`src/hdl/irq_ctrl_pkg.sv`:
```
// constants and types for the interrupt enable and flag block
package irq_ctrl_pkg;

  // ----------------------------------------------------------------
  // register map
  // ----------------------------------------------------------------
  localparam logic [7:0] INTERRUPT_CONTROL_ADDR           = 8'h0B;
  localparam logic [7:0] INTERRUPT_CONTROL_ALT_ADDR       = 8'h8B;
  localparam logic [7:0] PERIPHERAL_INTERRUPT_ENABLE_ADDR = 8'h8C;
  localparam logic [7:0] PERIPHERAL_FLAG_ADDR             = 8'h0C;
  localparam logic [7:0] PIN_CHANGE_SELECT_ADDR           = 8'h96;

  // ----------------------------------------------------------------
  // field positions and reset values
  // ----------------------------------------------------------------
  localparam int GLOBAL_EN_BIT   = 7;
  localparam int PERIPH_EN_BIT   = 6;
  localparam int TICK0_EN_BIT    = 5;
  localparam int EXT_EN_BIT      = 4;
  localparam int PORT_EN_BIT     = 3;
  localparam int TICK0_FLAG_BIT  = 2;
  localparam int EXT_FLAG_BIT    = 1;
  localparam int PORT_FLAG_BIT   = 0;
  localparam int NVM_BIT         = 7;
  localparam int CONV_BIT        = 6;
  localparam int CMP_BIT         = 3;
  localparam int TICK1_BIT       = 0;
  localparam logic [7:0] PERIPH_IMPL_MASK = 8'hC9;
  localparam logic [7:0] REG_RESET        = 8'h00;

  // ----------------------------------------------------------------
  // bus carrier and event bundle
  // ----------------------------------------------------------------
  typedef struct packed {
    logic [7:0] addr;
    logic [7:0] wdata;
    logic       wr;
    logic       rd;
  } reg_req_type;

  typedef struct packed {
    logic tick0_overflow;
    logic ext_edge;
    logic nvm_write_done;
    logic converter_done;
    logic comparator_change;
    logic tick1_overflow;
  } irq_event_type;

endpackage

```
`src/hdl/interrupt_enable_flag_control.sv`:
```
// interrupt enable and flag register block with combined request
`timescale 1ns/100ps
module interrupt_enable_flag_control
#(
  parameter int  PORT_WIDTH    = 6,
  parameter bit  HAS_CONVERTER = 1'b1
)
(
  input  wire logic                       ref_clk_in,
  input  wire logic                       rst_n_in,
  input  wire irq_ctrl_pkg::reg_req_type  reg_req_in,
  output      logic [7:0]                 reg_rdata_out,
  input  wire irq_ctrl_pkg::irq_event_type events_in,
  input  wire logic [PORT_WIDTH-1:0]      port_pins_in,
  output      logic                       irq_out
);

  // ----------------------------------------------------------------
  // elaboration check
  // ----------------------------------------------------------------
  if (PORT_WIDTH < 1 || PORT_WIDTH > 8)
  begin : g_bad_width
    $error("port width must be 1 to 8");
  end

  logic [7:0]            interrupt_control_q;
  logic [7:0]            peripheral_interrupt_enable_q;
  logic [7:0]            periph_flag_q;
  logic [PORT_WIDTH-1:0] pin_change_select_q;
  logic [PORT_WIDTH-1:0] port_last_q;
  logic                  port_seen_q;
  logic                  wr_ctrl;
  logic                  wr_pie;
  logic                  wr_pfl;
  logic                  port_change;
  logic [7:0]            periph_events;
  logic                  core_req;
  logic                  periph_req;

  // address match helper for the mirrored control register
  function automatic logic is_ctrl(input logic [7:0] a);
    is_ctrl = (a == irq_ctrl_pkg::INTERRUPT_CONTROL_ADDR) ||
              (a == irq_ctrl_pkg::INTERRUPT_CONTROL_ALT_ADDR);
  endfunction

  // ----------------------------------------------------------------
  // write decode and event gathering
  // ----------------------------------------------------------------
  assign wr_ctrl = reg_req_in.wr && is_ctrl(reg_req_in.addr);
  assign wr_pie  = reg_req_in.wr &&
    (reg_req_in.addr == irq_ctrl_pkg::PERIPHERAL_INTERRUPT_ENABLE_ADDR);
  assign wr_pfl  = reg_req_in.wr &&
    (reg_req_in.addr == irq_ctrl_pkg::PERIPHERAL_FLAG_ADDR);

  // pin change seen only on selected pins after first sample
  assign port_change = port_seen_q &&
    (|((port_pins_in ^ port_last_q) & pin_change_select_q));

  // peripheral events in enable-register layout
  always_comb
  begin
    periph_events = 8'h00;
    periph_events[irq_ctrl_pkg::NVM_BIT]   = events_in.nvm_write_done;
    periph_events[irq_ctrl_pkg::CONV_BIT]  =
      events_in.converter_done & HAS_CONVERTER;
    periph_events[irq_ctrl_pkg::CMP_BIT]   = events_in.comparator_change;
    periph_events[irq_ctrl_pkg::TICK1_BIT] = events_in.tick1_overflow;
  end

  // ----------------------------------------------------------------
  // control register: enables and sticky flags, set beats clear
  // ----------------------------------------------------------------
  always_ff @(posedge ref_clk_in or negedge rst_n_in)
  begin
    if (!rst_n_in)
      interrupt_control_q <= irq_ctrl_pkg::REG_RESET;
    else
    begin
      if (wr_ctrl)
        interrupt_control_q <= reg_req_in.wdata;
      // events override a concurrent write, enables ignored
      if (events_in.tick0_overflow)
        interrupt_control_q[irq_ctrl_pkg::TICK0_FLAG_BIT] <= 1'b1;
      if (events_in.ext_edge)
        interrupt_control_q[irq_ctrl_pkg::EXT_FLAG_BIT] <= 1'b1;
      if (port_change)
        interrupt_control_q[irq_ctrl_pkg::PORT_FLAG_BIT] <= 1'b1;
    end
  end

  // ----------------------------------------------------------------
  // peripheral enable register, unimplemented bits held zero
  // ----------------------------------------------------------------
  always_ff @(posedge ref_clk_in or negedge rst_n_in)
  begin
    if (!rst_n_in)
      peripheral_interrupt_enable_q <= irq_ctrl_pkg::REG_RESET;
    else if (wr_pie)
      peripheral_interrupt_enable_q <=
        reg_req_in.wdata & irq_ctrl_pkg::PERIPH_IMPL_MASK;
  end

  // ----------------------------------------------------------------
  // peripheral flags: sticky, write one to clear, set wins
  // ----------------------------------------------------------------
  always_ff @(posedge ref_clk_in or negedge rst_n_in)
  begin
    if (!rst_n_in)
      periph_flag_q <= irq_ctrl_pkg::REG_RESET;
    else if (wr_pfl)
      periph_flag_q <= ((periph_flag_q & ~reg_req_in.wdata) | periph_events)
                       & irq_ctrl_pkg::PERIPH_IMPL_MASK;
    else
      periph_flag_q <= (periph_flag_q | periph_events)
                       & irq_ctrl_pkg::PERIPH_IMPL_MASK;
  end

  // ----------------------------------------------------------------
  // per-pin change select register
  // ----------------------------------------------------------------
  always_ff @(posedge ref_clk_in or negedge rst_n_in)
  begin
    if (!rst_n_in)
      pin_change_select_q <= '0;
    else if (reg_req_in.wr &&
             reg_req_in.addr == irq_ctrl_pkg::PIN_CHANGE_SELECT_ADDR)
      pin_change_select_q <= reg_req_in.wdata[PORT_WIDTH-1:0];
  end

  // ----------------------------------------------------------------
  // port level memory for change detection
  // ----------------------------------------------------------------
  always_ff @(posedge ref_clk_in or negedge rst_n_in)
  begin
    if (!rst_n_in)
    begin
      port_last_q <= '0;
      port_seen_q <= 1'b0;
    end
    else
    begin
      port_last_q <= port_pins_in;
      port_seen_q <= 1'b1; // first sample after reset is reference only
    end
  end

  // ----------------------------------------------------------------
  // combined request to the core
  // ----------------------------------------------------------------
  assign core_req =
    |(interrupt_control_q[5:3] & interrupt_control_q[2:0]);
  assign periph_req = interrupt_control_q[irq_ctrl_pkg::PERIPH_EN_BIT] &&
    (|(peripheral_interrupt_enable_q & periph_flag_q));

  always_ff @(posedge ref_clk_in or negedge rst_n_in)
  begin
    if (!rst_n_in)
      irq_out <= 1'b0;
    else
      irq_out <= interrupt_control_q[irq_ctrl_pkg::GLOBAL_EN_BIT] &&
                 (core_req || periph_req);
  end

  // ----------------------------------------------------------------
  // read data, one cycle after the strobe, zero otherwise
  // ----------------------------------------------------------------
  always_ff @(posedge ref_clk_in or negedge rst_n_in)
  begin
    if (!rst_n_in)
      reg_rdata_out <= 8'h00;
    else if (!reg_req_in.rd)
      reg_rdata_out <= 8'h00;
    else if (is_ctrl(reg_req_in.addr))
      reg_rdata_out <= interrupt_control_q;
    else if (reg_req_in.addr ==
             irq_ctrl_pkg::PERIPHERAL_INTERRUPT_ENABLE_ADDR)
      reg_rdata_out <= peripheral_interrupt_enable_q;
    else if (reg_req_in.addr == irq_ctrl_pkg::PERIPHERAL_FLAG_ADDR)
      reg_rdata_out <= periph_flag_q;
    else if (reg_req_in.addr == irq_ctrl_pkg::PIN_CHANGE_SELECT_ADDR)
      reg_rdata_out <= 8'(pin_change_select_q);
    else
      reg_rdata_out <= 8'h00; // unmapped reads zero
  end

endmodule

```
`config.mk`:
```
export PLATFORM = sky130hd
export DESIGN_NAME = interrupt_enable_flag_control
export DESIGN_NICKNAME = d
export VERILOG_FILES = /design/src/hdl/irq_ctrl_pkg.sv /design/src/hdl/interrupt_enable_flag_control.sv
export SDC_FILE = /design/constraint.sdc
export NUM_CORES = 1
export LEC_CHECK = 0
export BUFFER_PORTS_ARGS = -buffer_cell sky130_fd_sc_hd__buf_4
export CORE_MARGIN = 4
export CORE_UTILIZATION = 55
export CTS_BUF_LIST = sky130_fd_sc_hd__clkbuf_2 sky130_fd_sc_hd__clkbuf_4 sky130_fd_sc_hd__clkbuf_8
export CTS_CLUSTER_DIAMETER = 50
export DETAILED_ROUTE_END_ITERATION = 8
export PLACE_DENSITY = 0.92
export RECOVER_POWER = 25
export SYNTH_ARGS = -nofsm -noshare
export SYNTH_HDL_FRONTEND = slang
export SYNTH_SLANG_ARGS = --single-unit
```
`constraint.sdc`:
```
create_clock -name ref_clk_in -period 1.5 [get_ports ref_clk_in]
set_input_delay 0.15 -clock ref_clk_in [delete_from_list [all_inputs] [get_ports ref_clk_in]]
set_output_delay 0.15 -clock ref_clk_in [all_outputs]
set_load 0.02 [all_outputs]
```
==> reports/summary.md <==
The flow ran to the end, and the final reports show no timing, DRC or antenna violations. The number of antenna violations at the first check in global routing came out at 0. The setup path with the least slack is of type in2reg.

The number of hold-slack violations in the final timing report was 0. Counting every instance in the synthesized netlist gives 130. The maximum net fanout on the critical path is 2, and the post-detailed-route via-to-cell ratio is 5.80. In this run the clock root is driven by a sky130_fd_sc_hd__clkbuf_4.

The via count of the first global-routing pass was 1,330; the remaining design rule violation count was 0. The clock reaches the later pin of the worst-skew pair after 0.33 ns. Number of endpoints failing setup at the final stage: 0. The cell class contributing the biggest share of worst-path delay is buffers and inverters.

The run gives 0 as the post-CTS setup buffer count. Setup repair after global routing left no endpoint under its margin. The tools report the sequential cell area in the final layout as 951 µm². Traced cell by cell, the critical path runs through dlygate4sd3_1 > buf_4 > xor2_1 > a22oi_1 > nand3_1 > a221o_1.

The tools report the termination of the worst setup path as interrupt_control_q[0]. Detailed placement finished with a half-perimeter wire length of 2690 µm. The first global-routing pass estimated 6090 µm of wire. TritonCTS built the clock tree. The number of pins with negative max-slew slack in the final report was 0. For this block, the initial DRC count from the detailed router was 67. The worst register-to-register path ends at interrupt_control_q[0]. The logs give 4050 µm² for the area enclosed by the die boundary and 55.8% for the register area share after synthesis.

After synthesis the netlist holds a flip-flop and latch count of 38. The tools report the worst endpoint required time as 1.71 ns. After routing, the total negative slack on setup checks comes to 0 ns.

Once the floorplan was initialized, standard cells occupied 59.7% of the core. Clock tree synthesis found a total of 38 sinks. The core region is 2850 µm².

The width of the die is 63.7 µm. Share of layout cells above drive strength 1: 35.3%. The kind of start point of the critical path was an input port.

After clock tree synthesis, the clock-pin slew on the worst setup and hold paths is 0.10 ns. Wire length per cell after detailed routing: 17.1 µm. The area of the multi-input gates was 727 µm²; the layout overhead on the synthesized area was 31.1%.

In this run, CTS created clock tree buffers numbering 5. The worst-margin pin slew was 0.912 ns; the number of nets with antenna violations after detailed routing was 0. The logs give 1.07 nW for the leakage dissipation and 1,281 for the total number of vias. The largest stage delay on the critical path is 0.55 ns, and the net count reported at finish is 222.

The worst-case IR drop observed on VDD is 0.666 mV. The met3 global-route usage was 5.33%. The most used routing layer was met2.

After clock tree synthesis, the repair step resized 0 gates. The average cell area after synthesis is 13.1 µm². The total power density per cell area was 917 nW/µm². Across the run, the number of max-cap violations was 0.

The die is 63.7 µm tall. In this run the register-to-register setup slack is 0.16 ns. Number of levels the H-tree was split into: 2. Endpoint arrival time on the critical path: 1.66 ns. Dividing the final minimum period by the clock period gives 96.3%.

The run gives 165 as the count of fill cells added during filler insertion. The run gives 0.0134 ns as the worst hold-check slack. The library cell used most frequently in the layout, excluding fill and tap cells, is sky130_fd_sc_hd__dfrtp_1. Type of element capturing the critical path: a register.

Before antenna repair, the detailed router went through 6 iterations. The reg-to-reg startpoint was port_last_q[4]. The slowest stage of the critical path is the sky130_fd_sc_hd__dlygate4sd3_1 cell. When the netlist entered floorplanning its net count stood at 162. For this block, the routed nets add up to 3790 µm of wire.

At the end of routability-driven placement, the weighted congestion stood at 0.852. The overflow left after global routing came out at 0. Entering global routing, the biggest net connects 39 pins.

The number of antenna diodes in the final layout is 0. The number of input and output port buffers inserted works out to 40. The run gives 9 as the number of buffers added to fix hold violations after cts. Summing every instance area after synthesis gives 1700 µm².

In the layout the commonest cells are 38 x sky130_fd_sc_hd__dfrtp_1, 37 x sky130_fd_sc_hd__buf_4, 12 x sky130_fd_sc_hd__dlygate4sd3_1. The tools report the routing usage on met2 as 30.9%. The number of placement rows came out at 19. Measured against its own limit, the worst slew margin works out to 39.2%.

For this design the top-level I/O count stands at 41. The maximum root-to-sink buffer count is 2. In the global route stage, overall resource usage came out at 19.3%.

Across the routed clock network, the largest skew measured is 0.00707 ns. Counting both buffers and inverters, the worst setup path holds a total of 2. Static timing analysis puts the maximum clock frequency at 0.692 GHz. In this run the number of cells on the critical path is 6. For the worst flop-to-flop path, the logic depth is 4.

The path class of the tightest hold or removal check is in2reg. For this run, the number of Yosys warnings is 0. The most critical setup path has its startpoint at port_pins_in[4]. For this run, global-route usage on met1 was measured as 24.3%.

After synthesis, the netlist uses 33 different library cells. Final critical path time including I/O delays and setup: 1.44 ns.
## area by class of cell
type | count | area share [%]
Timing Repair Buffer | 55 | 19.0
Clock inverter | 1 | 1.34
Inverter | 3 | 0.504
Multi-Input combinational cell | 87 | 32.5
Tap cell | 31 | 1.74
Sequential cell | 38 | 42.6
Clock buffer | 6 | 2.30
## worst register-to-register path, delay by kind of cell, from the launching register on
kind | cells | cell delay, ns
AO/OA/AOI/OAI | 2 | 0.55
XOR/XNOR | 1 | 0.16
flip-flops | 1 | 0.40
AND/OR/NAND/NOR | 1 | 0.12
## Yosys cell counts
cell / count / area share, %
sky130_fd_sc_hd__a211o_1: 2 / 1.0
sky130_fd_sc_hd__a21boi_0: 1 / 0.44
sky130_fd_sc_hd__a21o_1: 4 / 1.8
sky130_fd_sc_hd__a21oi_1: 2 / 0.59
sky130_fd_sc_hd__a221o_1: 1 / 0.59
sky130_fd_sc_hd__a222oi_1: 1 / 0.59
sky130_fd_sc_hd__a22o_1: 2 / 1.0
sky130_fd_sc_hd__a22oi_1: 9 / 4.0
sky130_fd_sc_hd__and2_1: 1 / 0.37
sky130_fd_sc_hd__and4b_1: 1 / 0.59
sky130_fd_sc_hd__and4b_4: 1 / 0.81
sky130_fd_sc_hd__and4bb_2: 1 / 0.73
sky130_fd_sc_hd__buf_4: 2 / 0.88
sky130_fd_sc_hd__conb_1: 1 / 0.22
sky130_fd_sc_hd__dfrtp_1: 38 / 56
sky130_fd_sc_hd__inv_1: 3 / 0.66
sky130_fd_sc_hd__mux2_2: 8 / 5.3
sky130_fd_sc_hd__mux2_4: 6 / 5.3
sky130_fd_sc_hd__mux2i_1: 4 / 2.3
sky130_fd_sc_hd__nand2_1: 7 / 1.5
sky130_fd_sc_hd__nand2_4: 1 / 0.66
sky130_fd_sc_hd__nand2b_4: 1 / 0.81
sky130_fd_sc_hd__nand3_1: 2 / 0.59
sky130_fd_sc_hd__nand4_1: 1 / 0.37
sky130_fd_sc_hd__nand4b_1: 1 / 0.51
sky130_fd_sc_hd__nand4b_4: 1 / 1.4
sky130_fd_sc_hd__nand4bb_1: 1 / 0.66
sky130_fd_sc_hd__nor2_1: 9 / 2.0
sky130_fd_sc_hd__nor2b_1: 4 / 1.5
sky130_fd_sc_hd__nor3_4: 1 / 0.95
sky130_fd_sc_hd__nor4_4: 1 / 1.2
sky130_fd_sc_hd__o21ai_0: 6 / 1.8
sky130_fd_sc_hd__xor2_1: 6 / 3.1
## through the flow
| stage | worst slack, ns | instances | cell area, µm² | utilization, % | total power, mW |
|---|---|---|---|---|---|
| 6_report | 0.0554 | 221 | 2230 | 78.3 | 2.05 |
| 5_1_grt | 0.0289 | 221 | 2230 | 78.3 | 2.13 |
| 4_1_cts | 0.0958 | 218 | 2220 | 77.9 | 2.05 |
| 3_5_place_dp | 0.118 | 202 | 2050 | 71.9 | 1.35 |
| 3_3_place_gp | 0.168 | 202 | 2050 | 71.9 | 1.33 |
| 2_1_floorplan | 0.215 | 130 | 1700 | - | 1.21 |
## where the power goes
| part | internal, mW | switching (mW) |
|---|---|---|
| logic | 0.138 | 0.104 |
| registers | 1.07 | 0.0370 |
| clock network | 0.388 | 0.311 |
## routing by layer
layer,wire length (µm),vias up,part of all wire [%]
met5,0,-,0
met4,81,0,2.1
met3,195,10,5.1
met2,1870,43,49
met1,1650,636,43
li1,-,592,-
## how the worst min path moves through the flow
stage | start | endpoint | cells past startpoint
finish | events_in[4] | interrupt_control_q[1] | 2
global route | events_in[4] | interrupt_control_q[1] | 2
CTS | events_in[2] | periph_flag_q[6] | 2
detailed placement | rst_n_in | port_last_q[1] | 1
global placement | rst_n_in | port_last_q[1] | 1
floorplan | rst_n_in | interrupt_control_q[0] | 0
## logic make-up after synthesis
| logic type | synth area share [%] |
|---|---|
| buf+inv | 1.54 |
| xor+xnor | 3.08 |
| simple gates | 14.7 |
| other cells | 0.220 |
| mux | 12.9 |
| compound gates | 11.7 |
| flops | 55.8 |
## flip-flops by register name, indices dropped and copies added, names as in the netlist
| name | cells |
|---|---|
| interrupt_control_q | 8 |
| reg_rdata_out | 8 |
| pin_change_select_q | 6 |
| port_last_q | 6 |
| periph_flag_q | 4 |
| peripheral_interrupt_enable_q | 4 |
| irq_out | 1 |
| port_seen_q | 1 |
Power figures use the tool's default switching activity.
